<file path="config.mk">
export PLATFORM = sky130hd
export DESIGN_NAME = legacy_call_and_mac_exec
export DESIGN_NICKNAME = d
export VERILOG_FILES = /design/src/hw/condition_field_eval.v /design/src/hw/legacy_call_and_mac_exec.v
export VERILOG_INCLUDE_DIRS = /design/src /design/src/hw
export SDC_FILE = /design/constraint.sdc
export NUM_CORES = 2
export LEC_CHECK = 0
export ABC_CLOCK_PERIOD_IN_PS = 6950
export BUFFER_PORTS_ARGS = -buffer_cell sky130_fd_sc_hd__buf_2
export CAP_MARGIN = 20
export CORE_AREA = 2 2 303 155
export CTS_CLUSTER_DIAMETER = 150
export DETAILED_ROUTE_END_ITERATION = 8
export DIE_AREA = 0 0 305 157
export PLACE_DENSITY = 0.79
export SLEW_MARGIN = 20
export SYNTH_ARGS = -nofsm -noshare
export SYNTH_HDL_FRONTEND = slang
export SYNTH_SLANG_ARGS = --single-unit
</file>
<file path="constraint.sdc">
create_clock -name mclk_in -period 6.95 [get_ports mclk_in]
set_input_delay 0.3475 -clock mclk_in [delete_from_list [all_inputs] [get_ports mclk_in]]
set_output_delay 0.3475 -clock mclk_in [all_outputs]
set_load 0.01 [all_outputs]
</file>
<file path="src/hw/legacy_exec_map.vh">
`ifndef LEGACY_EXEC_MAP_VH
`define LEGACY_EXEC_MAP_VH

// Opcode patterns, first instruction word
`define OPC_CALL_IND        16'h5634
`define OPC_CALL_ARP_HI     13'h07CD
`define OPC_CALL_CONDITION_FIELD_HI    12'h56E
`define OPC_MAC_HI          8'h84

// Upper 64K program page forced on every target and coefficient address
`define HIGH_PAGE           6'h3F

// Cycle counts per instruction
`define CYC_CALL_IND        4'd7
`define CYC_CALL_ARP        4'd4
`define CYC_CONDITION_FIELD_TAKEN      4'd7
`define CYC_CONDITION_FIELD_FAIL       4'd4

// Condition field codes with side effects
`define CONDITION_FIELD_OV_CLEAR       4'hA
`define CONDITION_FIELD_OV_SET         4'hB

// Saturation limits
`define ACC_MAX_POS         32'h7FFFFFFF
`define ACC_MAX_NEG         32'h80000000

// Reset values
`define PC_RST              22'h3F0000
`define SP_RST              16'h0400
`define ARP_RST             3'h0

`endif

</file>
<file path="src/hw/condition_field_eval.v">
`timescale 1ns/1ps
`default_nettype none

// Combinational evaluation of the 4-bit condition field
module condition_field_eval (
  input  wire [3:0] condition_field_in,
  input  wire       zero_in,
  input  wire       neg_in,
  input  wire       carry_in,
  input  wire       ovf_in,
  input  wire       test_flag_in,
  input  wire       branch_input_pin_in,
  output reg        condition_field_true_out
);

  // One term per code; code 1111 is always true
  always @* begin
    case (condition_field_in)
      4'h0: condition_field_true_out = ~zero_in;
      4'h1: condition_field_true_out = zero_in;
      4'h2: condition_field_true_out = ~zero_in & ~neg_in;
      4'h3: condition_field_true_out = ~neg_in;
      4'h4: condition_field_true_out = neg_in;
      4'h5: condition_field_true_out = zero_in | neg_in;
      4'h6: condition_field_true_out = carry_in & ~zero_in;
      4'h7: condition_field_true_out = carry_in;
      4'h8: condition_field_true_out = ~carry_in;
      4'h9: condition_field_true_out = ~carry_in | zero_in;
      4'hA: condition_field_true_out = ~ovf_in;
      4'hB: condition_field_true_out = ovf_in;
      4'hC: condition_field_true_out = ~test_flag_in;
      4'hD: condition_field_true_out = test_flag_in;
      4'hE: condition_field_true_out = ~branch_input_pin_in;
      default: condition_field_true_out = 1'b1;
    endcase
  end

endmodule

`default_nettype wire

</file>
<file path="src/hw/legacy_call_and_mac_exec.v">
// How it works
// - Indirect call pushes PC+1, bumps stack, jumps 0x3F:acc_low_half.
// - Call targets and coefficient addresses lie in 0x3F0000-0x3FFFFF.
// - Calls after a repeat prefix clear the repeat count and run once.
// - Pointer call is two words: new pointer in low bits, then target.
// - Pointer call pushes return, bumps stack, jumps 0x3F:immediate.
// - With that jump, in the same cycle, aux_reg_pointer loads the new pointer field.
// - Conditional call is two words: condition low nibble, then target.
// - Taken conditional call pushes PC+2, jumps 0x3F:immediate.
// - Conditional call takes 7 cycles taken, 4 cycles not taken.
// - Codes 0000-0111 test zero, negative and carry combinations.
// - Codes 1000-1111 test carry, overflow, test flag, pin, always.
// - Testing overflow in the conditional call clears overflow flag.
// - MAC is two words, repeatable, N+2 cycles for N runs.
// - Add shifted product, load multiplicand, form signed 16x16 product.
// - Coefficient fetch forces upper six address bits to 0x3F.
// - Zero, negative, carry flags follow the accumulate result.
// - Overflow flag sets on accumulate overflow; only a conditional call testing overflow clears it.
// - Unsaturated overflows step the overflow counter up or down.
// - With saturation, an overflowing sum clamps to the extreme value.
// - Positive shift is logical left, negative is arithmetic right.
// - Repeats bump the coefficient address; any step may set overflow.
`timescale 1ns/1ps
`default_nettype none
`include "legacy_exec_map.vh"

module legacy_call_and_mac_exec #(
  parameter OVC_W = 6,
  parameter RPT_W = 8
) (
  input  wire              mclk_in,
  input  wire              sys_rst_in,
  input  wire              start_in,
  input  wire [15:0]       instr_word0_in,
  input  wire [15:0]       instr_word1_in,
  input  wire              rpt_load_in,
  input  wire [RPT_W-1:0]  rpt_value_in,
  input  wire [3:0]        product_shift_mode_in,
  input  wire              saturate_mode_in,
  input  wire              test_flag_in,
  input  wire              branch_input_pin_in,
  input  wire [21:0]       operand_addr_in,
  input  wire [15:0]       data_rdata_in,
  input  wire [15:0]       prog_rdata_in,
  output reg               busy_out,
  output reg               done_out,
  output reg  [21:0]       pc_out,
  output reg  [15:0]       sp_out,
  output reg  [2:0]        aux_reg_pointer_out,
  output reg  [RPT_W-1:0]  repeat_count_reg_out,
  output reg  [31:0]       accumulator_reg_out,
  output reg  [31:0]       product_out,
  output reg  [15:0]       multiplicand_out,
  output reg               zero_flag_out,
  output reg               neg_flag_out,
  output reg               carry_flag_out,
  output reg               ovf_flag_out,
  output reg  [OVC_W-1:0]  ovf_count_out,
  output reg  [7:0]        operand_locator_out,
  output reg  [21:0]       data_addr_out,
  output reg  [15:0]       data_wdata_out,
  output reg               data_we_out,
  output reg               data_re_out,
  output reg  [21:0]       prog_addr_out,
  output reg               prog_re_out
);

  localparam [1:0] ST_IDLE = 2'b00;
  localparam [1:0] ST_CALL = 2'b01;
  localparam [1:0] ST_MAC  = 2'b10;

  reg [1:0]        state;
  reg [3:0]        wait_cnt;
  reg [RPT_W-1:0]  iss_left;
  reg              rd_valid;
  reg              pin_s1;
  reg              pin_s2;
  reg              pin_s3;
  reg              pin_level;

  // Opcode decode of the first word
  wire is_call_ind  = (instr_word0_in == `OPC_CALL_IND);
  wire is_call_arp  = (instr_word0_in[15:3] == `OPC_CALL_ARP_HI);
  wire is_call_condition_field = (instr_word0_in[15:4] == `OPC_CALL_CONDITION_FIELD_HI);
  wire is_mac       = (instr_word0_in[15:8] == `OPC_MAC_HI);
  wire take_start   = start_in & (state == ST_IDLE);
  wire [3:0] condition_field_code = instr_word0_in[3:0];

  // Return addresses: one word past the indirect call, two past the others
  wire [21:0] ret_ind  = pc_out + 22'h000001;
  wire [21:0] ret_long = pc_out + 22'h000002;

  wire condition_field_true;

  condition_field_eval u_condition_field (
    .condition_field_in  (condition_field_code),
    .zero_in             (zero_flag_out),
    .neg_in              (neg_flag_out),
    .carry_in            (carry_flag_out),
    .ovf_in              (ovf_flag_out),
    .test_flag_in        (test_flag_in),
    .branch_input_pin_in (pin_level),
    .condition_field_true_out       (condition_field_true)
  );

  // Pin input passes three flops; a change counts once the last two agree
  always @(posedge mclk_in) begin
    if (sys_rst_in) begin
      pin_s1    <= 1'b1;
      pin_s2    <= 1'b1;
      pin_s3    <= 1'b1;
      pin_level <= 1'b1;
    end else begin
      pin_s1 <= branch_input_pin_in;
      pin_s2 <= pin_s1;
      pin_s3 <= pin_s2;
      if (pin_s2 == pin_s3) begin
        pin_level <= pin_s3;
      end
    end
  end

  // Product shift: signed amount, left fills zeros, right extends sign
  reg [31:0] shifted_p;
  reg [3:0]  neg_amt;
  always @* begin
    neg_amt = 4'h0;
    if (product_shift_mode_in[3]) begin
      neg_amt   = (~product_shift_mode_in) + 4'h1;
      shifted_p = $signed(product_out) >>> neg_amt;
    end else begin
      shifted_p = product_out << product_shift_mode_in;
    end
  end

  // Accumulate adder with overflow detection and optional clamp
  wire [32:0] sum33  = {1'b0, accumulator_reg_out} + {1'b0, shifted_p};
  wire [31:0] sum    = sum33[31:0];
  wire        pos_ov = ~accumulator_reg_out[31] & ~shifted_p[31] & sum[31];
  wire        neg_ov = accumulator_reg_out[31] & shifted_p[31] & ~sum[31];
  reg  [31:0] next_acc;
  always @* begin
    next_acc = sum;
    if (saturate_mode_in & pos_ov) begin
      next_acc = `ACC_MAX_POS;
    end else if (saturate_mode_in & neg_ov) begin
      next_acc = `ACC_MAX_NEG;
    end
  end

  wire signed [31:0] mac_product =
    $signed(data_rdata_in) * $signed(prog_rdata_in);

  // Main sequencer: decode, perform effects, then hold for the cycle count
  always @(posedge mclk_in) begin
    if (sys_rst_in) begin
      state                <= ST_IDLE;
      wait_cnt             <= 4'h0;
      iss_left             <= {RPT_W{1'b0}};
      rd_valid             <= 1'b0;
      busy_out             <= 1'b0;
      done_out             <= 1'b0;
      pc_out               <= `PC_RST;
      sp_out               <= `SP_RST;
      aux_reg_pointer_out  <= `ARP_RST;
      repeat_count_reg_out <= {RPT_W{1'b0}};
      accumulator_reg_out  <= 32'h00000000;
      product_out          <= 32'h00000000;
      multiplicand_out     <= 16'h0000;
      zero_flag_out        <= 1'b0;
      neg_flag_out         <= 1'b0;
      carry_flag_out       <= 1'b0;
      ovf_flag_out         <= 1'b0;
      ovf_count_out        <= {OVC_W{1'b0}};
      operand_locator_out  <= 8'h00;
      data_addr_out        <= 22'h000000;
      data_wdata_out       <= 16'h0000;
      data_we_out          <= 1'b0;
      data_re_out          <= 1'b0;
      prog_addr_out        <= 22'h000000;
      prog_re_out          <= 1'b0;
    end else begin
      done_out    <= 1'b0;
      data_we_out <= 1'b0;
      rd_valid    <= data_re_out;
      case (state)
        ST_IDLE: begin
          // Repeat prefix only loads the count; the next instruction uses it
          if (rpt_load_in & ~start_in) begin
            repeat_count_reg_out <= rpt_value_in;
          end
          if (take_start & is_call_ind) begin
            data_addr_out        <= {6'h00, sp_out};
            data_wdata_out       <= ret_ind[15:0];
            data_we_out          <= 1'b1;
            sp_out               <= sp_out + 16'h0001;
            pc_out <= {`HIGH_PAGE, accumulator_reg_out[15:0]};
            repeat_count_reg_out <= {RPT_W{1'b0}};
            wait_cnt             <= `CYC_CALL_IND - 4'd2;
            state                <= ST_CALL;
            busy_out             <= 1'b1;
          end else if (take_start & is_call_arp) begin
            data_addr_out        <= {6'h00, sp_out};
            data_wdata_out       <= ret_long[15:0];
            data_we_out          <= 1'b1;
            sp_out               <= sp_out + 16'h0001;
            pc_out               <= {`HIGH_PAGE, instr_word1_in};
            aux_reg_pointer_out  <= instr_word0_in[2:0];
            repeat_count_reg_out <= {RPT_W{1'b0}};
            wait_cnt             <= `CYC_CALL_ARP - 4'd2;
            state                <= ST_CALL;
            busy_out             <= 1'b1;
          end else if (take_start & is_call_condition_field) begin
            // Overflow tests clear the flag whether or not the call goes
            if ((condition_field_code == `CONDITION_FIELD_OV_CLEAR) ||
                (condition_field_code == `CONDITION_FIELD_OV_SET)) begin
              ovf_flag_out <= 1'b0;
            end
            if (condition_field_true) begin
              data_addr_out  <= {6'h00, sp_out};
              data_wdata_out <= ret_long[15:0];
              data_we_out    <= 1'b1;
              sp_out         <= sp_out + 16'h0001;
              pc_out         <= {`HIGH_PAGE, instr_word1_in};
              wait_cnt       <= `CYC_CONDITION_FIELD_TAKEN - 4'd2;
            end else begin
              // Stay inside the high page, as a taken call would
              pc_out   <= {`HIGH_PAGE, ret_long[15:0]};
              wait_cnt <= `CYC_CONDITION_FIELD_FAIL - 4'd2;
            end
            repeat_count_reg_out <= {RPT_W{1'b0}};
            state                <= ST_CALL;
            busy_out             <= 1'b1;
          end else if (take_start & is_mac) begin
            // First pair of reads; the rest follow one per cycle
            operand_locator_out  <= instr_word0_in[7:0];
            data_addr_out        <= operand_addr_in;
            data_re_out          <= 1'b1;
            prog_addr_out        <= {`HIGH_PAGE, instr_word1_in};
            prog_re_out          <= 1'b1;
            iss_left             <= repeat_count_reg_out;
            repeat_count_reg_out <= {RPT_W{1'b0}};
            state                <= ST_MAC;
            busy_out             <= 1'b1;
          end else if (take_start) begin
            // Opcodes outside this group finish at once with no effect
            done_out <= 1'b1;
          end
        end
        ST_CALL: begin
          // Pure hold so the call occupies its full cycle count
          if (wait_cnt == 4'h0) begin
            state    <= ST_IDLE;
            busy_out <= 1'b0;
            done_out <= 1'b1;
          end else begin
            wait_cnt <= wait_cnt - 4'h1;
          end
        end
        ST_MAC: begin
          // Issue the next pair of reads while repetitions remain
          if (iss_left != {RPT_W{1'b0}}) begin
            iss_left      <= iss_left - {{(RPT_W-1){1'b0}}, 1'b1};
            data_addr_out <= operand_addr_in;
            // Low half wraps inside the high page, never leaving it
            prog_addr_out <= {`HIGH_PAGE,
                              prog_addr_out[15:0] + 16'h0001};
          end else begin
            data_re_out <= 1'b0;
            prog_re_out <= 1'b0;
          end
          // Each returned pair is one accumulate step
          if (rd_valid) begin
            accumulator_reg_out <= next_acc;
            multiplicand_out    <= data_rdata_in;
            product_out         <= mac_product;
            zero_flag_out       <= (next_acc == 32'h00000000);
            neg_flag_out        <= next_acc[31];
            carry_flag_out      <= sum33[32];
            if (pos_ov | neg_ov) begin
              ovf_flag_out <= 1'b1;
            end
            if (~saturate_mode_in & pos_ov) begin
              ovf_count_out <= ovf_count_out + {{(OVC_W-1){1'b0}}, 1'b1};
            end else if (~saturate_mode_in & neg_ov) begin
              ovf_count_out <= ovf_count_out - {{(OVC_W-1){1'b0}}, 1'b1};
            end
            if (~data_re_out) begin
              // Last pair processed: N+2 cycles in all
              pc_out   <= ret_long;
              state    <= ST_IDLE;
              busy_out <= 1'b0;
              done_out <= 1'b1;
            end
          end
        end
        default: begin
          state    <= ST_IDLE;
          busy_out <= 1'b0;
        end
      endcase
    end
  end

endmodule

`default_nettype wire

</file>
==> key figures <==
Timing
  • Fraction of the cycle the final worst path needs: roughly 88%
  • Highest clock rate: roughly 160 MHz
  • Total Neg Setup Slack: 0 ns
  • Count of endpoints failing setup in the final report: 0
  • Slew @ Worst Pin: 1.02 ns
  • Relative slew margins: a little under a third
  • Setup repair after global routing missed its margin: no
  • Final setup skew: 0.0336 ns
  • Hold violation total from the final report: 0
  • Final min period: ~6.1 ns
  • Count of pins over their slew limit: 0

Yosys
  • Area share of the largest cell type after synthesis: 21.5%
  • Most area-hungry cell type in the Yosys netlist: sky130_fd_sc_hd__fa_1
  • Number of synthesized register bits: 224
  • Async set or reset register ratio after synthesis: 0%
  • Main synth FF type: sky130_fd_sc_hd__dfxtp_1
  • Cell count after synthesis: between 3k and 4k
  • Number of enable-type register cells in the synthesized netlist: 0
  • Net count of the mapped netlist: between 3k and 4k
  • Combinational family with the most area after synthesis: adder cells
  • Simple-gate share of the synthesized area: 21.0%
  • Fraction of the mapped netlist area in compound gates: approximately 16%
  • Leading cell types by total area after synthesis: sky130_fd_sc_hd__fa_1, sky130_fd_sc_hd__dfxtp_1, sky130_fd_sc_hd__nand2_1, sky130_fd_sc_hd__ha_1, sky130_fd_sc_hd__inv_1
  • Cell variety after synth: 86
  • Average footprint of a synthesized cell: 8.03 µm²
  • Total standard cell area after synthesis: 24600 µm²
  • Adder-cell share of the synthesized area: 27.9%
  • XOR/XNOR Fraction of Synth Area: 3.06%
  • Syn. warnings: 0
  • Share of the yosys chip area belonging to registers: 18.2%
  • Portion of netlist area occupied by mux cells: 5.70%

Drt
  • Routed wirelength normalized by instance count: 19.0 µm
  • Via count: ~23k
  • Initial DRC count: 2265
  • Antenna violation net count after detailed routing: 0
  • Routed vias/inst: roughly 6
  • Total length of routed wires: 73.9 mm
  • Total DRC errors in the routed layout: 0
  • DR pass1 iterations: 6

Placed design
  • DP HPWL: roughly 57 mm
  • Final weighted congestion of routability-driven global placement: approximately 0.97
  • Count of input and output buffers: 316

Worst setup path
  • Worst Path Required: 7.38 ns
  • Cell with the most instances on the worst path: sky130_fd_sc_hd__fa_1
  • Slowest stage cell, crit path: sky130_fd_sc_hd__fa_1
  • Worst r2r dst: ovf_count_out[5]$_SDFFE_PP0P_
  • Reg2reg path depth: 25
  • Beginning of the worst register-to-register path: product_out[30]$_SDFFE_PP0P_
  • Critical setup path kind: in2reg
  • Critical path data arrival time: between 6 and 7 ns
  • Slack of the worst reg-to-reg path: about 1.2 ns
  • Critical path peak fanout: 17
  • CP cell instances: buf_2 > nand2_1 > fa_1 > fa_1 > fa_1 > inv_1 > fa_1 > fa_1 > inv_1 > fa_1 > inv_1 > ha_1 > a21oi_1 > a21oi_1 > a211o_1 > a21oi_1 > a31oi_1 > or3_1 > a31o_2 > a31oi_1 > xnor2_1 > a32o_1
  • Kind of launch point of the worst setup path: primary input
  • Largest stage delay on the critical path: about 0.53 ns
  • Type of destination of the critical path: flop

Floorplan
  • Die width: 305 µm
  • Starting Density: 54.8%
  • DIE AREA: 47900 µm²
  • Top Ports: roughly 320
  • Core Footprint: 44900 µm²
  • Vertical die dimension: approximately 160 µm
  • Site row count: 55

Global route
  • Number of antenna violations at the first check in global routing: 1
  • Vias in the first global route: about 22k
  • Global-route wire length before repair: between 100 and 150 mm
  • Largest net degree at the start of global routing: slightly below 90
  • GR Overflow Total: 0
  • Aggregate global-route resource usage: 30.4%

Power
  • Clock Power Share: 12.5%
  • P per Cell Area: roughly 400 nW/µm²
  • Gate power share: 75.6%
  • Peak ir drop on the vdd network: 0.555 mV
  • Total power consumption of the routed design: 10.9 mW
  • Switching part of the total: 48.2%
  • P_int: 5.63 mW
  • Leakage: 12.7 nW
  • Net load switching power: ~5.2 mW
  • Fraction of power consumed by sequential logic: 11.9%

Finish
  • Leading cell types in the layout, fill and taps excluded: sky130_fd_sc_hd__nand2_1, sky130_fd_sc_hd__inv_1, sky130_fd_sc_hd__buf_2, sky130_fd_sc_hd__fa_1, sky130_fd_sc_hd__nor2_1
  • Count of filler cells inserted in the layout: 3931
  • Net count of the finished layout: 3768
  • Ratio of cells with drive above 1 in the final layout: between 10 and 15%
  • P&R area growth vs syn: 11.6%
  • Commonest non-fill, non-tap cell in the layout: sky130_fd_sc_hd__nand2_1

Clocking
  • Max Buffers Root-to-Sink: 3
  • CTS tree: done
  • Number of buffers created by CTS: 24
  • Count of H-tree levels built during CTS: 1
  • Clock insertion delay at the later pin of the skew report: 0.55 ns
  • Post-CTS setup-driven buffer insertion count: 0
  • CTS clk-pin slew, worst paths: 0.07 ns
  • TritonCTS sink count: 224
  • Root cell of the clock tree: sky130_fd_sc_hd__clkbuf_16

Status
  • Result of the run: finished clean

Worst hold path
  • Start point of the worst hold path: rpt_value_in[7]
  • Worst hold-check path type: in2reg
  • WHS Path Cells: 3
  • WHS Endpoint: repeat_count_reg_out[7]$_SDFFE_PP0P_

Flow run
  • Count of max-cap constraint violations: 0
## worst max path at each step
stage                                         from                            end
after CTS                        data_rdata_in[11]   product_out[30]$_SDFFE_PP0P_
after global routing             data_rdata_in[11]   product_out[30]$_SDFFE_PP0P_
after floorplan           product_shift_mode_in[0]  ovf_count_out[5]$_SDFFE_PP0P_
after global placement            prog_rdata_in[4]   product_out[30]$_SDFFE_PP0P_
after detailed placement         data_rdata_in[11]   product_out[30]$_SDFFE_PP0P_
final                            data_rdata_in[11]   product_out[30]$_SDFFE_PP0P_
## Yosys cell counts (9+ instances only)
master	instances
sky130_fd_sc_hd__o21ai_0	134
sky130_fd_sc_hd__mux2_2	12
sky130_fd_sc_hd__o21a_1	13
sky130_fd_sc_hd__nor3b_1	10
sky130_fd_sc_hd__nor2b_1	13
sky130_fd_sc_hd__xnor2_1	64
sky130_fd_sc_hd__a211oi_1	53
sky130_fd_sc_hd__a21oi_1	232
sky130_fd_sc_hd__o211ai_1	24
sky130_fd_sc_hd__a22oi_1	13
sky130_fd_sc_hd__nand4_1	12
sky130_fd_sc_hd__nor4_1	11
sky130_fd_sc_hd__buf_1	19
sky130_fd_sc_hd__nand2_1	423
sky130_fd_sc_hd__a31oi_1	24
sky130_fd_sc_hd__or3_1	19
sky130_fd_sc_hd__a311oi_1	21
sky130_fd_sc_hd__and2_1	142
sky130_fd_sc_hd__nand3_1	57
sky130_fd_sc_hd__nor3_1	83
sky130_fd_sc_hd__mux2i_1	75
sky130_fd_sc_hd__nor2_1	235
sky130_fd_sc_hd__buf_4	9
sky130_fd_sc_hd__inv_1	347
sky130_fd_sc_hd__mux4_2	23
sky130_fd_sc_hd__xor2_1	22
sky130_fd_sc_hd__nand2b_1	27
sky130_fd_sc_hd__o21bai_1	16
sky130_fd_sc_hd__dfxtp_1	224
sky130_fd_sc_hd__fa_1	264
sky130_fd_sc_hd__clkbuf_1	138
sky130_fd_sc_hd__a21o_1	21
sky130_fd_sc_hd__buf_2	13
sky130_fd_sc_hd__and3_1	25
sky130_fd_sc_hd__ha_1	126
## per-stage QoR
stage	instance area [µm²]	setup WS (ns)	util, %	hold slack, ns	cells
after floorplan	24600	0.0155	-	0.389	3067
final	27500	0.805	61.2	0.0356	3889
after detailed placement	26600	0.281	59.3	0.399	3844
after global placement	26600	0.439	59.3	0.394	3844
after CTS	27500	0.837	61.1	0.0277	3888
after global routing	27500	0.439	61.2	0.0468	3889
## cell type report
type                    count  area [µm²]  area share (%)
diodes                      1        2.50         0.00911
clock buffers              34         678            2.47
clock inverters             9         141           0.514
inverters                 348        1310            4.75
multi-input cells        2315       18200            66.1
flip-flops and latches    224        4480            16.3
well taps                 598         748            2.72
repair buffers            360        1950            7.08
## state kept, by name, indices dropped and copies added (netlist names), 2 cells and up
signal	flops
state	2
data_addr_out	22
data_wdata_out	16
iss_left	8
repeat_count_reg_out	8
pc_out	22
aux_reg_pointer_out	3
wait_cnt	4
prog_addr_out	17
ovf_count_out	6
sp_out	16
operand_locator_out	8
accumulator_reg_out	32
product_out	32
multiplicand_out	16
## worst max-delay path, delay by kind of cell
kind                     cells  cell delay, ns
buffers and inverters        4            0.46
XOR/XNOR                     1            0.09
AO/OA/AOI/OAI                8            1.76
AND/OR/NAND/NOR              2            0.55
adder cells (fa/ha/maj)      7            3.36
## power by group through the flow
stage / sequential (mW) / clock, mW / combinational, mW
2_1_floorplan: 1.32 / 0 / 6.36
5_1_grt: 1.29 / 1.42 / 9.46
6_report: 1.29 / 1.36 / 8.21
4_1_cts: 1.29 / 1.37 / 8.20
3_3_place_gp: 1.32 / 0 / 7.91
3_5_place_dp: 1.32 / 0 / 8.17
## logic make-up after synthesis
| kind of cell | Yosys count |
|---|---|
| buf+inv | 528 |
| simple gates | 1101 |
| mux | 110 |
| flops | 224 |
| fa+ha+maj | 390 |
| compound gates | 628 |
| xor+xnor | 86 |
## layer usage
metal | wire (µm) | vias to the layer above | track usage, %
li1 | - | 10700 | -
met1 | 31500 | 11000 | 41.0
met2 | 34000 | 1015 | 49.9
met3 | 5370 | 197 | 4.07
met4 | 3030 | 0 | 12.0
met5 | 0 | - | 0
## repair_timing
item / CTS / global route
resized for setup: 0 / 0
hold buffers: 1 / 0
hold endpoints to repair: 1 / 0
Power figures use the tool's default switching activity.
